==> config.mk <==
export PLATFORM = sky130hd
export DESIGN_NAME = gpio_port
export DESIGN_NICKNAME = d
export VERILOG_FILES = /design/src/gpio_pkg.sv /design/src/gpio_port.sv
export SDC_FILE = /design/constraint.sdc
export NUM_CORES = 1
export LEC_CHECK = 0
export ABC_AREA = 0
export BUFFER_PORTS_ARGS = -buffer_cell sky130_fd_sc_hd__buf_2
export CAP_MARGIN = 40
export CORE_MARGIN = 2
export CORE_UTILIZATION = 49
export CTS_CLUSTER_SIZE = 20
export DETAILED_ROUTE_END_ITERATION = 8
export GPL_TIMING_DRIVEN = 1
export HOLD_SLACK_MARGIN = 0.02
export PLACE_DENSITY = 0.87
export SLEW_MARGIN = 20
export SYNTH_ARGS = -nofsm -noshare
export SYNTH_HDL_FRONTEND = slang
export SYNTH_SLANG_ARGS = --single-unit
export TNS_END_PERCENT = 1
==> constraint.sdc <==
create_clock -name core_clk -period 3.5 [get_ports core_clk]
set_input_delay 0.35 -clock core_clk [delete_from_list [all_inputs] [get_ports core_clk]]
set_output_delay 0.35 -clock core_clk [all_outputs]
set_load 0.05 [all_outputs]
==> src/gpio_pkg.sv <==
// gpio_pkg: constants shared by the general purpose port logic
// assumes a single core clock domain and plain-port configuration
package gpio_pkg;

    // pin count and field widths
    localparam int PIN_COUNT     = 8;
    localparam int MODE_W        = 3;
    localparam int SENSE_W       = 2;

    // output driver and pull configuration held per pin
    typedef enum logic [2:0] {
        GPIO_TOTEM         = 3'h0,  // push-pull, no pull
        GPIO_BUSKEEPER     = 3'h1,  // push-pull with keeper
        GPIO_PULLDOWN      = 3'h2,  // push-pull, pull-down on input
        GPIO_PULLUP        = 3'h3,  // push-pull, pull-up on input
        GPIO_WIREDOR       = 3'h4,  // wired-or, no pull
        GPIO_WIREDAND      = 3'h5,  // wired-and, no pull
        GPIO_WIREDOR_PD    = 3'h6,  // wired-or with pull-down
        GPIO_WIREDAND_PU   = 3'h7   // wired-and with pull-up
    } gpio_mode_e;

    // input sense selection held per pin
    typedef enum logic [1:0] {
        GPIO_SENSE_BOTH    = 2'h0,  // any edge
        GPIO_SENSE_RISE    = 2'h1,  // rising edge
        GPIO_SENSE_FALL    = 2'h2,  // falling edge
        GPIO_SENSE_LOW     = 2'h3   // low level
    } gpio_sense_e;

    // reset values of the software-visible state
    localparam logic [7:0] DIR_RESET = 8'h00;
    localparam logic [7:0] OUT_RESET = 8'h00;
    localparam logic [7:0] IN_RESET  = 8'h00;

    // stages between the pin and the input value register
    localparam int SYNC_STAGES = 2;

endpackage : gpio_pkg

==> src/gpio_port.sv <==
// gpio_port: one general purpose port, per-pin driver, pull and sense logic
// assumes configuration arrives as plain ports and pads resolve the enables
`timescale 1ns/100ps

//Contract
// - up to eight pins, each individually configured
// - direction bit one output, zero input
// - push-pull output drives output value bit
// - input value readable unless input disabled
// - reset tri-states every pin, clock not needed
// - one flip-flop then input register synchronise
// - push-pull pulls active only while input
// - push-pull input without pull floats
// - bus-keeper active in both directions
// - keeper holds last seen logic level
// - wired-or drives high, releases on zero
// - wired-and drives low, releases on one
// - wired modes keep pulls in both directions
// - per-pin inversion of input and output
// - sense rising, falling, both edges, low level
// - sense raises interrupt request, event, or both
// - synchronous sensing clocked, asynchronous needs none
// - hardware read-modify-write on single direction bits
// - toggle register inverts bits, reads direction
// - edge request only after clock sampled change
module gpio_port #(
    parameter int PINS = gpio_pkg::PIN_COUNT      // number of pins, at most eight
) (
    input  wire logic                  core_clk,          // peripheral clock
    input  wire logic                  reset,             // synchronous, active high
    input  wire logic                  dirWriteEn,        // whole direction register write
    input  wire logic [PINS-1:0]       dirWriteData,      // value for direction write
    input  wire logic                  dirSetEn,          // direction_set_reg write strobe
    input  wire logic [PINS-1:0]       dirSetData,        // ones set direction bits
    input  wire logic                  dirClrEn,          // direction_clear_reg write strobe
    input  wire logic [PINS-1:0]       dirClrData,        // ones clear direction bits
    input  wire logic                  dirTglEn,          // direction_toggle_reg write strobe
    input  wire logic [PINS-1:0]       dirTglData,        // ones invert direction bits
    input  wire logic                  outWriteEn,        // output value write strobe
    input  wire logic [PINS-1:0]       outWriteData,      // output value bits
    input  wire logic [3*PINS-1:0]     pinMode,           // pin_config_reg driver field, 3 bits a pin
    input  wire logic [2*PINS-1:0]     senseSel,          // pin_config_reg sense field, 2 bits a pin
    input  wire logic [PINS-1:0]       invertIo,          // pin_config_reg inversion bits
    input  wire logic [PINS-1:0]       inputDisable,      // digital input disabled per pin
    input  wire logic [PINS-1:0]       irqEnable,         // per-pin interrupt request mask
    input  wire logic [PINS-1:0]       eventEnable,       // per-pin event mask
    input  wire logic [PINS-1:0]       padIn,             // level seen on each pin
    output logic      [PINS-1:0]       padOut,            // level driven when enabled
    output logic      [PINS-1:0]       padOe,             // high while the port drives the pin
    output logic      [PINS-1:0]       pullUpEn,          // internal pull-up on
    output logic      [PINS-1:0]       pullDownEn,        // internal pull-down on
    output logic      [PINS-1:0]       pinDirection,      // direction register, also the rmw read value
    output logic      [PINS-1:0]       outValue,          // output value register
    output logic      [PINS-1:0]       inputValue,        // synchronised input value register
    output logic      [PINS-1:0]       interruptRequest,  // per-pin synchronous sense request
    output logic      [PINS-1:0]       senseEvent,        // per-pin synchronous sense event
    output logic      [PINS-1:0]       asyncWake          // clockless wake request per pin
);

    // apply whole write, then set, clear and toggle, so strobes never fight
    function automatic logic [PINS-1:0] dirNext(
        input logic [PINS-1:0] cur,
        input logic            wEn, input logic [PINS-1:0] wDat,
        input logic            sEn, input logic [PINS-1:0] sDat,
        input logic            cEn, input logic [PINS-1:0] cDat,
        input logic            tEn, input logic [PINS-1:0] tDat
    );
        logic [PINS-1:0] v;
        v = wEn ? wDat : cur;
        v = sEn ? (v | sDat) : v;
        v = cEn ? (v & ~cDat) : v;
        v = tEn ? (v ^ tDat) : v;
        return v;
    endfunction : dirNext

    // state registers
    logic [PINS-1:0] syncStage;      // first synchroniser flip-flop
    logic [PINS-1:0] prevValue;      // input value one clock earlier
    logic [PINS-1:0] keepLevel;      // last level seen, for the keeper

    // decoded per-pin control
    logic [PINS-1:0] isWiredOr;      // wired-or driver selected
    logic [PINS-1:0] isWiredAnd;     // wired-and driver selected
    logic [PINS-1:0] pushUp;         // push-pull pull-up requested
    logic [PINS-1:0] pushDown;       // push-pull pull-down requested
    logic [PINS-1:0] keeperOn;       // bus-keeper selected
    logic [PINS-1:0] wiredUp;        // wired-and pull-up requested
    logic [PINS-1:0] wiredDown;      // wired-or pull-down requested
    logic [PINS-1:0] driveLevel;     // output value after inversion
    logic [PINS-1:0] rawOe;          // enable before reset gating
    logic [PINS-1:0] rawOut;         // level before reset gating
    logic [PINS-1:0] rawUp;          // pull-up before reset gating
    logic [PINS-1:0] rawDown;        // pull-down before reset gating
    logic [PINS-1:0] riseSeen;       // synchronous rising edge
    logic [PINS-1:0] fallSeen;       // synchronous falling edge
    logic [PINS-1:0] senseHit;       // selected irq condition met
    logic [PINS-1:0] eventHit;       // selected event condition met
    logic [PINS-1:0] nextDir;        // direction after this cycle's writes
    logic [PINS-1:0] pushPull;       // neither wired mode selected

    assign nextDir = dirNext(pinDirection, dirWriteEn, dirWriteData,
                             dirSetEn, dirSetData, dirClrEn, dirClrData,
                             dirTglEn, dirTglData);

    // per-pin decode of the configuration fields
    genvar gi;
    generate
        for (gi = 0; gi < PINS; gi++) begin : g_pin
            wire logic [2:0] modeBits  = pinMode[3*gi +: 3];
            wire logic [1:0] senseBits = senseSel[2*gi +: 2];
            assign isWiredOr[gi]  = (modeBits == gpio_pkg::GPIO_WIREDOR)
                                  | (modeBits == gpio_pkg::GPIO_WIREDOR_PD);
            assign isWiredAnd[gi] = (modeBits == gpio_pkg::GPIO_WIREDAND)
                                  | (modeBits == gpio_pkg::GPIO_WIREDAND_PU);
            assign pushUp[gi]     = (modeBits == gpio_pkg::GPIO_PULLUP);
            assign pushDown[gi]   = (modeBits == gpio_pkg::GPIO_PULLDOWN);
            assign keeperOn[gi]   = (modeBits == gpio_pkg::GPIO_BUSKEEPER);
            assign wiredUp[gi]    = (modeBits == gpio_pkg::GPIO_WIREDAND_PU);
            assign wiredDown[gi]  = (modeBits == gpio_pkg::GPIO_WIREDOR_PD);
            // sense selection, edges and level from the synced value
            assign senseHit[gi] =
                (senseBits == gpio_pkg::GPIO_SENSE_BOTH) ? (riseSeen[gi] | fallSeen[gi]) :
                (senseBits == gpio_pkg::GPIO_SENSE_RISE) ? riseSeen[gi] :
                (senseBits == gpio_pkg::GPIO_SENSE_FALL) ? fallSeen[gi] :
                ~inputValue[gi];
            // events follow the high level for level sense
            assign eventHit[gi] =
                (senseBits == gpio_pkg::GPIO_SENSE_LOW) ? inputValue[gi] : senseHit[gi];
            // clockless wake: low level, or any change from the held value
            assign asyncWake[gi] = ~reset & irqEnable[gi] & (
                (senseBits == gpio_pkg::GPIO_SENSE_LOW)
                    ? ~(padIn[gi] ^ invertIo[gi])
                    : ((padIn[gi] ^ invertIo[gi]) != inputValue[gi]));
        end
    endgenerate

    // output path with optional inversion
    assign driveLevel = outValue ^ invertIo;

    // per-pin driver kind, selected bit by bit so each pin takes its own mode
    assign pushPull = ~(isWiredOr | isWiredAnd);

    // driver: push-pull follows direction, wired modes drive one level only
    assign rawOe  = (isWiredOr  & pinDirection & driveLevel)
                  | (isWiredAnd & pinDirection & ~driveLevel)
                  | (pushPull   & pinDirection);
    assign rawOut = isWiredOr                                            // wired-or drives high
                  | (pushPull & driveLevel);

    // pulls: push-pull only on input, wired and keeper in both directions
    assign rawUp   = (pushUp & ~pinDirection) | wiredUp
                   | (keeperOn & keepLevel);
    assign rawDown = (pushDown & ~pinDirection) | wiredDown
                   | (keeperOn & ~keepLevel);

    // reset gates the pad outputs without needing a clock edge
    assign padOe      = reset ? {PINS{1'b0}} : rawOe;
    assign padOut     = reset ? {PINS{1'b0}} : rawOut;
    assign pullUpEn   = reset ? {PINS{1'b0}} : rawUp;
    assign pullDownEn = reset ? {PINS{1'b0}} : rawDown;

    // edges from the current and previous synchronised value
    assign riseSeen = inputValue & ~prevValue;
    assign fallSeen = ~inputValue & prevValue;

    // direction and output value registers
    always_ff @(posedge core_clk) begin
        if (reset) begin
            pinDirection <= gpio_pkg::DIR_RESET;
            outValue     <= gpio_pkg::OUT_RESET;
        end else begin
            pinDirection <= nextDir;
            if (outWriteEn) begin
                outValue <= outWriteData;
            end
        end
    end

    // input synchroniser: one flip-flop, then the input value register
    always_ff @(posedge core_clk) begin
        if (reset) begin
            syncStage  <= gpio_pkg::IN_RESET;
            inputValue <= gpio_pkg::IN_RESET;
            prevValue  <= gpio_pkg::IN_RESET;
        end else begin
            syncStage  <= (padIn ^ invertIo) & ~inputDisable;
            inputValue <= syncStage;
            prevValue  <= inputValue;
        end
    end

    // keeper level and registered sense outputs
    always_ff @(posedge core_clk) begin
        if (reset) begin
            keepLevel        <= {PINS{1'b0}};
            interruptRequest <= {PINS{1'b0}};
            senseEvent       <= {PINS{1'b0}};
        end else begin
            keepLevel        <= inputValue ^ invertIo;
            interruptRequest <= senseHit & irqEnable;
            senseEvent       <= eventHit & eventEnable;
        end
    end
endmodule : gpio_port

Word-level counts from Yosys, hierarchy flattened
Index checks and enable logic that the tools add are counted.
W data, S select, Z words.

cells by class
  eq/ne operators = 88
  muxes and demuxes = 48
  bitwise logic cells = 102
  reductions and logical operators = 8

operators with widths
  cell                  count
  $and A8 B8 Y8         16
  $eq A3 B3 Y1 const B  32
  $or A8 B8 Y8          9
  $mux W8               8
  $not A8 Y8            8
  $eq A3 B2 Y1 const B  16
  $mux W1               40
  $eq A2 B2 Y1 const B  16
  $xor A8 B8 Y8         4
  $eq A3 B1 Y1 const B  8
  $or A1 B1 Y1          24
  $not A1 Y1            17
  $and A1 B1 Y1         16
  $eq A2 B1 Y1 const B  8
  $logic_not A2 Y1      8
  $ne A1 B1 Y1          8
  $xor A1 B1 Y1         8

word-level totals
  flip-flop bits (word level) = 64
  bits of input ports = 127
  output and inout bits = 80

Longest topological paths before layout
Gate-level depths: netlist of run 1.

  word-level depth = 7
  gate-level depth with buffers = 5
  depth with buffers taken out = 5

Worst setup path before layout of run 1
Ideal clock, no wire load.

  kind = flip-flop to output port
  from = register outValue[0]
  to = output padOut[0]
  arrival time = 2145 ps
  path slack = 1005 ps
  cell stages (with the launch flop) = 4
  path through = dfxtp_1 > xor2_1 > nor2_1 > a211oi_1

between the ends
  word-level cells in the longest chain between the ends = 4

RTL lines
  element                 RTL line          RTL
  start, declared         gpio_port.sv:53   output logic [PINS-1:0] outValue,
  start signal, assigned  gpio_port.sv:170  outValue <= gpio_pkg::OUT_RESET;
  start signal, assigned  gpio_port.sv:174  outValue <= outWriteData;
  $xor A8 B8 Y8           gpio_port.sv:138  assign driveLevel = outValue ^ invertIo;
  $and A8 B8 Y8           gpio_port.sv:148  | (pushPull & driveLevel);
  $or A8 B8 Y8            gpio_port.sv:148
  $mux W8                 gpio_port.sv:158  assign padOut = reset ? {PINS{1'b0}} : rawOut;
  end, declared           gpio_port.sv:48   output logic [PINS-1:0] padOut,

Every way passes these cells.

Worst setup path after layout of run 1
  from = input reset
  to = output asyncWake[1]

between the ends
  word-level cells in the longest chain between the ends = 3

RTL lines
  element                     RTL line          RTL
  start, declared             gpio_port.sv:30   input wire logic reset,
  $not A1 Y1                  gpio_port.sv:130  assign asyncWake[gi] = ~reset & irqEnable[gi] & (
  $and A1 B1 Y1 (2 in a row)  gpio_port.sv:130
  end, declared               gpio_port.sv:57   output logic [PINS-1:0] asyncWake

Every way passes these cells.

==> flow_summary.toml, run 1 <==
[power]
p_sw_mw = 0.677
clockPowerShare_pct = 30.6
p_seq_share_pct = 40.4
p_sw_share_pct = 34.4
power_frac_comb_pct = 29.0
ir_drop_mv = 0.205
p_leak_nw = 2.43
powerDensity_mw_per_mm2 = 393
internal_power_mw = 1.29

[sta]
finalSetupViolCount = 0
fin_crit_sh_pct = 56.3
rsz0062_at_grt = "no"
relSlewSlack_pct = 66.4
fin_ws_ns = 1.53
tightest_slew_ns = 0.505
finalSetupTns_ns = 0
fin_worst_skew_ns = 0.00867
holdWs_ns = 0.178
final-hold-violation-count = 0
period_minus_slack_ns = 1.97
fmax_ghz = 0.507
slew_viol_final = 0

[grt]
grt_pass1_wl_mm = 16.7
use_met3_pct = 6.22
antenna_found_initial = 1
busiest_layer = "met2"
gr-usage-met2_pct = 46.4
met1_usage_pct = 26.5
grt_max_degree = 31
grt_pass1_vias = 3729
gr-usage-all-layers_pct = 24.6
overflow = 0

[placed_design]
placed_cells = 740
place_area_mm2 = 0.00482
io_buffers = 206
post-place-ws_ns = 1.52
hpwlAfterDp_mm = 8.31
gp_congestion = 0.893

[floorplan]
dieHeight_um = 91.4
ios = 207
rows = 31
start_util_pct = 51.0
dieArea_mm2 = 0.00835
core_area_mm2 = 0.00733
die_x_um = 91.4

[critical_path]
crit_arrival_ns = 1.62
crit_type = "in2out"
cp_top_family = "buffers and inverters"
timing.critical_path.required_ns = 3.15
path_max_fanout = 30
path_cells = "buf_2 > buf_4 > nand2b_1 > nor2_1 > buf_2"
crit_path_start_kind = "input pin"
endpoint_kind = "primary output"
worst_path_max_delay_cell = "buf_2"
cpPeakStageDelay_ns = 0.41
cpMostUsedCell = "buf_2"
critPathBufInv = 3

[synth]
syn_nets = 593
synthCells = 450
yosysWarningCount = 0
synthArstFlopShare_pct = 0
avgSynthCellArea_um2 = 8.31
ys_seq_area_share_pct = 34.3
ys_ff_latch = 64
ys_types = 34
synthFlopType = "dfxtp_1"
synth_edf_count = 0
synth_area_mm2 = 0.00374

[cells_and_area]
final_nets = 795
stdcell_area_mm2 = 0.00501
antenna_cells = 0
layoutNonFillerInstCount = 756
syn_to_final_growth_pct = 33.9
drive_gt1_share_pct = 35.0

[clock_network]
cts-resized-gates = 0
clock_latency_ns = 0.33
h-tree-depth = 3
clkTransAtPathRegs_ns = 0.08
clk_path_buf_depth = 2
tritoncts = "done"
cts.sinks = 64
cts_buffers = 9
cts-hold-fix-buffers = 0
root_buffer = "clkbuf_8"
postCtsSetupRepairBufs = 0

[status]
status = "complete, no violations"

[detailed_routing]
routedWlPerCell_um = 14.0
wirelength_mm = 10.6
via_count = 3899
drt.antenna.violating_nets = 0
avgViaCountPerCell = 5.16
drt_iter0_drc = 86
drt_first_pass_iters = 7
drc = 0

[worst_hold_path]
hp-class = "in2reg"

[flow_run]
maxCapViolCount = 0
kinds of logic (layout without fill, tap and decap cells):
kind of cell / count (synthesis) / after routing / synth area share [%]
AND/OR/NAND/NOR: 188 / 188 / 26.2
AO/OA/AOI/OAI: 81 / 81 / 13.4
XOR/XNOR: 40 / 40 / 9.37
buffers and inverters: 37 / 244 / 4.55
flip-flops: 64 / 64 / 34.3
adder cells (fa/ha/maj): 16 / 16 / 5.35
multiplexers: 24 / 24 / 6.79
power by group through the flow:
stage,logic (mW),registers [mW],clock network (mW)
after floorplan,0.309,0.887,0
after global placement,0.557,0.810,0
after detailed placement,0.570,0.812,0
after CTS,0.573,0.796,0.617
after global routing,0.614,0.800,0.649
final,0.571,0.796,0.602
routing by layer:
| metal | vias up | wire, µm |
|---|---|---|
| met1 | 1797 | 4150 |
| met4 | 0 | 166 |
| met5 | - | 0 |
| li1 | 1933 | - |
| met3 | 15 | 795 |
| met2 | 154 | 5490 |
Yosys cell counts, types with 11 or more instances:
cell type | number | area, µm²
a21oi_1 | 39 | 195
a22oi_1 | 15 | 113
buf_2 | 12 | 60.1
dfxtp_1 | 64 | 1280
ha_1 | 16 | 200
inv_1 | 19 | 71.3
mux2i_1 | 16 | 160
nand2_1 | 29 | 109
nand2b_1 | 40 | 250
nor2_1 | 60 | 225
nor2b_1 | 14 | 87.6
nor3_1 | 11 | 55.1
xnor2_1 | 32 | 280
layout by cell type (no fill, tap or decap), types with 8 or more instances in the layout:
cell type,n
a211oi_1,9
a21oi_1,39
a22oi_1,15
buf_2,206
clkbuf_8,9
dfxtp_1,64
ha_1,16
inv_1,19
mux2i_1,16
nand2_1,29
nand2b_1,40
nand3b_1,10
nor2_1,60
nor2b_1,14
nor3_1,11
xnor2_1,32
xor2_1,8
worst reg2reg max path, stage by stage (launching register included):
cell	delay [ns]
dfxtp_1	0.47
inv_1	0.12
ha_1	0.31
or2_2	0.27
a21o_1	0.20
a21oi_1	0.11
area by class of cell:
cell class	instances	area (µm²)
Clock inverter	6	60.1
Tap cell	99	124
Clock buffer	10	128
Sequential cell	64	1280
Timing Repair Buffer	209	1050
Fill cell	601	2320
Multi-Input combinational cell	349	2290
Inverter	19	71.3
stage by stage:
step | total power [mW] | utilization, %
floorplan | 1.20 | -
global placement | 1.37 | 65.7
detailed placement | 1.38 | 65.7
CTS | 1.99 | 68.3
global route | 2.06 | 68.3
finish | 1.97 | 68.3
path summary, 6_finish.rpt:
kind / startpoint / to / slack (ns) / cells after the start
max: reset / asyncWake[1] / 1.53 / 5
min: inputDisable[6] / syncStage[6] / 0.18 / 2
max reg2reg: inputValue[3] / interruptRequest[3] / 1.96 / 5
min reg2reg: syncStage[1] / inputValue[1] / 0.44 / 1
state kept, by name, indices dropped and copies added, names as in the netlist:
| register | flops |
|---|---|
| inputValue | 8 |
| keepLevel | 8 |
| prevValue | 8 |
| syncStage | 8 |
| interruptRequest | 8 |
| senseEvent | 8 |
| pinDirection | 8 |
| outValue | 8 |
Power figures use the tool's default switching activity.
==> run 2: changes to the inputs <==
--- a/config.mk
+++ b/config.mk
@@ -9,12 +9,12 @@
 export BUFFER_PORTS_ARGS = -buffer_cell sky130_fd_sc_hd__buf_2
 export CAP_MARGIN = 40
 export CORE_MARGIN = 2
-export CORE_UTILIZATION = 49
+export CORE_UTILIZATION = 45
 export CTS_CLUSTER_SIZE = 20
 export DETAILED_ROUTE_END_ITERATION = 8
 export GPL_TIMING_DRIVEN = 1
 export HOLD_SLACK_MARGIN = 0.02
-export PLACE_DENSITY = 0.87
+export PLACE_DENSITY = 0.81
 export SLEW_MARGIN = 20
 export SYNTH_ARGS = -nofsm -noshare
 export SYNTH_HDL_FRONTEND = slang
==> constraint.sdc (replaced) <==
create_clock -name core_clk -period 2.1 [get_ports core_clk]
set_input_delay 0.21 -clock core_clk [delete_from_list [all_inputs] [get_ports core_clk]]
set_output_delay 0.21 -clock core_clk [all_outputs]
set_load 0.05 [all_outputs]
==> run 2 against run 1 <==
Cell area grew 2.4%. Wire length fell by 1.8%. Largest cell class unchanged. Sequential power up 66%. Clock power up 96%. Combinational power increased by 69%. Highest routed layer unchanged. Critical path depth down 1.
==> flow_summary.toml, run 2 (synthesis results as in run 1) <==
[status]
status = "complete, no violations"

[sta]
fin_crit_sh_pct = 83.3
rsz0062_at_grt = "no"
fin_worst_skew_ns = 0.00584
final-hold-violation-count = 0
period_minus_slack_ns = 1.75
slew_viol_final = 0
tightest_slew_ns = 0.394
finalSetupViolCount = 0
fmax_ghz = 0.572
relSlewSlack_pct = 73.8

[power]
p_leak_nw = 2.48
powerDensity_mw_per_mm2 = 677
ir_drop_mv = 0.347
totalPowerFinal_mw = 3.47

[floorplan]
dieArea_mm2 = 0.00906
core_area_mm2 = 0.00813
start_util_pct = 46.0
rows = 33
dieHeight_um = 95.2
ios = 207
die_x_um = 95.2

[placed_design]
placed_cells = 745
gp_congestion = 0.883
io_buffers = 206
hpwlAfterDp_mm = 8.04

[cells_and_area]
antenna_cells = 0
drive_gt1_share_pct = 34.6
final_cell_mix = "buf_2, dfxtp_1, nor2_1"
final_util_pct = 63.1
syn_to_final_growth_pct = 37.1
final_nets = 800
final_common_cell = "buf_2"
layoutNonFillerInstCount = 766

[worst_hold_path]
hp-class = "in2reg"

[detailed_routing]
drt.antenna.violating_nets = 0
via_count = 3931
drt_iter0_drc = 72
wirelength_mm = 10.4
routedWlPerCell_um = 13.6
avgViaCountPerCell = 5.13
drt_first_pass_iters = 4
drc = 0

[clock_network]
tritoncts = "done"
clkTransAtPathRegs_ns = 0.07
clk_path_buf_depth = 2
cts.sinks = 64
cts_buffers = 9
root_buffer = "clkbuf_8"
clock_latency_ns = 0.33
postCtsSetupRepairBufs = 0
h-tree-depth = 3

[critical_path]
timing.critical_path.required_ns = 1.89
endpoint_kind = "primary output"
path_max_fanout = 3
crit_arrival_ns = 1.54
crit_path_start_kind = "register"
crit_type = "reg2out"

[grt]
overflow = 0
gr-usage-all-layers_pct = 22.0
grt_pass1_vias = 3700
antenna_found_initial = 0
grt_pass1_wl_mm = 15.7
grt_max_degree = 59

[flow_run]
maxCapViolCount = 0
## run 2: cell types whose count changed in the layout (fill, tap and decap cells not counted), moves of 2 or more
cell	previous run	this run
clkinv_2	3	1
buf_4	3	0
clkinvlp_4	2	0
dlygate4sd3_1	0	6
buf_12	0	2
clkbuf_8	9	11
## run 2: worst paths after layout
check / startpoint / to / slack, ns / cells past startpoint
worst max-delay path: outValue[4] / padOut[4] / 0.35 / 4
worst min-delay path: inputDisable[4] / syncStage[4] / 0.05 / 2
worst max register to register: inputValue[6] / senseEvent[6] / 0.59 / 5
worst min register to register: syncStage[5] / inputValue[5] / 0.44 / 1
## run 2: final cells by class
| type | count | area (µm²) |
|---|---|---|
| tap | 105 | 131 |
| fill | 719 | 3010 |
| timing repair buffer | 214 | 1130 |
| multi-input combinational | 349 | 2290 |
| clock inverter | 3 | 65.1 |
| inverter | 19 | 71.3 |
| clock buffer | 12 | 155 |
| sequential | 64 | 1280 |
## run 2: critical path, stage by stage, from the launching register on
cell and delay (ns):
dfxtp_1 0.37, xor2_1 0.23, nor2_1 0.06, a211oi_1 0.23, buf_2 0.31
## run 2: timing repair
item,4_1_cts,5_1_grt
hold buffers,6,0
endpoints found under the hold margin,6,0
resized for setup,0,0
## run 2: routing by layer
metal / routed length, µm / vias up / global-route usage, %
met3: 872 / 26 / 6.64
met4: 262 / 0 / 8.82
met1: 4140 / 1799 / 23.3
li1: - / 1944 / -
met5: 0 / - / 0
met2: 5130 / 162 / 40.3
## run 2: power breakdown
group	switching (mW)	internal (mW)	total [mW]	leakage (nW)
Combinational	0.620	0.346	0.966	1.85
Sequential	0.0481	1.28	1.32	0.525
Clock	0.456	0.726	1.18	0.112
## run 2: stage by stage
stage	setup TNS (ns)	hold slack, ns	area, µm²	setup WS, ns
floorplan	-1.79	0.287	3740	-0.255
global placement	0	0.373	4850	0.671
detailed placement	0	0.376	4850	0.591
CTS	0	0.0327	5130	0.316
global route	0	0.0379	5130	0.226
finish	0	0.0515	5130	0.351
==> run 3: changes to the inputs <==
==> constraint.sdc (replaced) <==
create_clock -name core_clk -period 1.7 [get_ports core_clk]
set_input_delay 0.17 -clock core_clk [delete_from_list [all_inputs] [get_ports core_clk]]
set_output_delay 0.17 -clock core_clk [all_outputs]
set_load 0.05 [all_outputs]
==> run 3 against run 2 <==
Clock skew grew 0.0036 ns. Sequential cell count did not move. Die area is the same. Largest cell class unchanged. Wire length increased by 2.9%. Critical endpoint is now padOut[1]. Critical path type unchanged. Non-clock buffer count rose by 8. Global-route usage rose by 1.3 points. Worst hold slack improved by 0.0079 ns. Combinational power is 28% higher. Worst setup slack got worse by 0.28 ns. Via count barely moved.
==> flow_summary.toml, run 3 (synthesis results as in run 1) <==
[grt]
grt_max_degree = 34
overflow = 0
grt_pass1_wl_mm = 16.5
antenna_found_initial = 0
gr-usage-all-layers_pct = 23.2
grt_pass1_vias = 3682

[critical_path]
cp_top_family = "flip-flops"
crit_path_start_kind = "register"
timing.critical_path.required_ns = 1.53
critPathBufInv = 1
endpoint_kind = "primary output"
crit_arrival_ns = 1.46
r2r_end = "senseEvent[6]"
cpPeakStageDelay_ns = 0.36
path_max_fanout = 3
rr_startpoint = "inputValue[6]"
rrSetupSlack_ns = 0.17
worstSetupPathDepth = 4
crit_type = "reg2out"
path_cells = "xor2_1 > nor2_1 > a211oi_2 > clkbuf_4"
cp-endpoint = "padOut[1]"
setup.worst_path.start = "outValue[1]"
worst_path_max_delay_cell = "dfxtp_1"
r2r_cells = 5

[detailed_routing]
routedWlPerCell_um = 13.8
wirelength_mm = 10.7
drc = 0
via_count = 3930
avgViaCountPerCell = 5.08
drt.antenna.violating_nets = 0
drt_iter0_drc = 83
drt_first_pass_iters = 4

[status]
status = "complete, no violations"

[cells_and_area]
stdcell_area_mm2 = 0.00531
final_cell_mix = "buf_2, dfxtp_1, nor2_1"
num-fill-cells = 709
final_nets = 808
syn_to_final_growth_pct = 42.0
layoutNonFillerInstCount = 774
antenna_cells = 0
multi_input_area_mm2 = 0.00239
final_common_cell = "buf_2"
seqCellArea_mm2 = 0.00128
drive_gt1_share_pct = 37.5

[sta]
slew_viol_final = 0
fmax_ghz = 0.615
fin_ws_ns = 0.0732
relSlewSlack_pct = 76.3
fin_worst_skew_ns = 0.00940
tightest_slew_ns = 0.356
fin_crit_sh_pct = 95.7
period_minus_slack_ns = 1.63
final-hold-violation-count = 0
finalSetupViolCount = 0
holdWs_ns = 0.0593

[placed_design]
hpwlAfterDp_mm = 8.31
place_area_mm2 = 0.00494
io_buffers = 206
gp_congestion = 0.809
placed_cells = 751
post-place-ws_ns = 0.216

[clock_network]
clock_latency_ns = 0.34
root_buffer = "clkbuf_8"
clk_path_buf_depth = 2
h-tree-depth = 3
clkTransAtPathRegs_ns = 0.07
cts_buffers = 9
postCtsSetupRepairBufs = 0
cts.sinks = 64
tritoncts = "done"

[floorplan]
dieHeight_um = 95.2
rows = 33
start_util_pct = 46.0
die_x_um = 95.2
dieArea_mm2 = 0.00906
ios = 207
core_area_mm2 = 0.00813

[power]
ir_drop_mv = 0.364
powerDensity_mw_per_mm2 = 800
p_leak_nw = 2.53

[worst_hold_path]
hp-class = "in2reg"

[flow_run]
maxCapViolCount = 0
-- run 3: changes by cell type in the layout (fill, tap and decap cells not counted), sizes merged --
cell and delta:
clkinv +1, buf -2, clkbuf +8, bufinv -1, dlygate4sd3 +2
-- run 3: final cells by class --
cell class | instances | share of cell area, %
Sequential cell | 64 | 24.1
Inverter | 19 | 1.34
Tap cell | 105 | 2.47
Clock inverter | 3 | 0.754
Multi-Input combinational cell | 349 | 44.9
Timing Repair Buffer | 222 | 23.3
Clock buffer | 12 | 3.11
-- run 3: per-stage QoR --
step                util, %  setup TNS (ns)  power (mW)
floorplan                 -           -6.05        2.47
global placement       60.7               0        2.84
detailed placement     60.7               0        2.87
CTS                    64.3               0        4.26
global route           65.3         -0.0290        4.47
finish                 65.3               0        4.25
-- run 3: worst min path at each step --
| stage | slack [ns] | depth (start not counted) | start | to |
|---|---|---|---|---|
| after floorplan | 0.25 | 1 | inputDisable[0] | syncStage[0] |
| after global placement | 0.33 | 2 | inputDisable[7] | syncStage[7] |
| after detailed placement | 0.34 | 2 | inputDisable[0] | syncStage[0] |
| after CTS | 0.04 | 3 | eventEnable[3] | senseEvent[3] |
| after global routing | 0.05 | 3 | eventEnable[5] | senseEvent[5] |
| final | 0.06 | 3 | eventEnable[3] | senseEvent[3] |
-- run 3: layer usage --
layer,vias up,GRT usage [%],wire length [µm]
met3,17,6.01,729
li1,1952,-,-
met4,0,7.49,203
met1,1818,25.8,4260
met2,143,42.9,5510
met5,-,0,0
-- run 3: report_power, final --
group,switching (mW),total (mW),internal (mW),leakage (nW)
Sequential,0.0602,1.64,1.58,0.525
Combinational,0.781,1.24,0.461,1.90
Clock,0.585,1.37,0.785,0.108
-- run 3: timing repair --
item	4_1_cts	5_1_grt
endpoints found under the setup margin	3	15
hold buffers	8	0
resized for setup	3	20
hold endpoints to repair	8	0
-- run 3: tightest hold or removal path, stage by stage --
cell and delay (ns):
buf_2 0.10, nand2b_1 0.06, a21oi_1 0.04
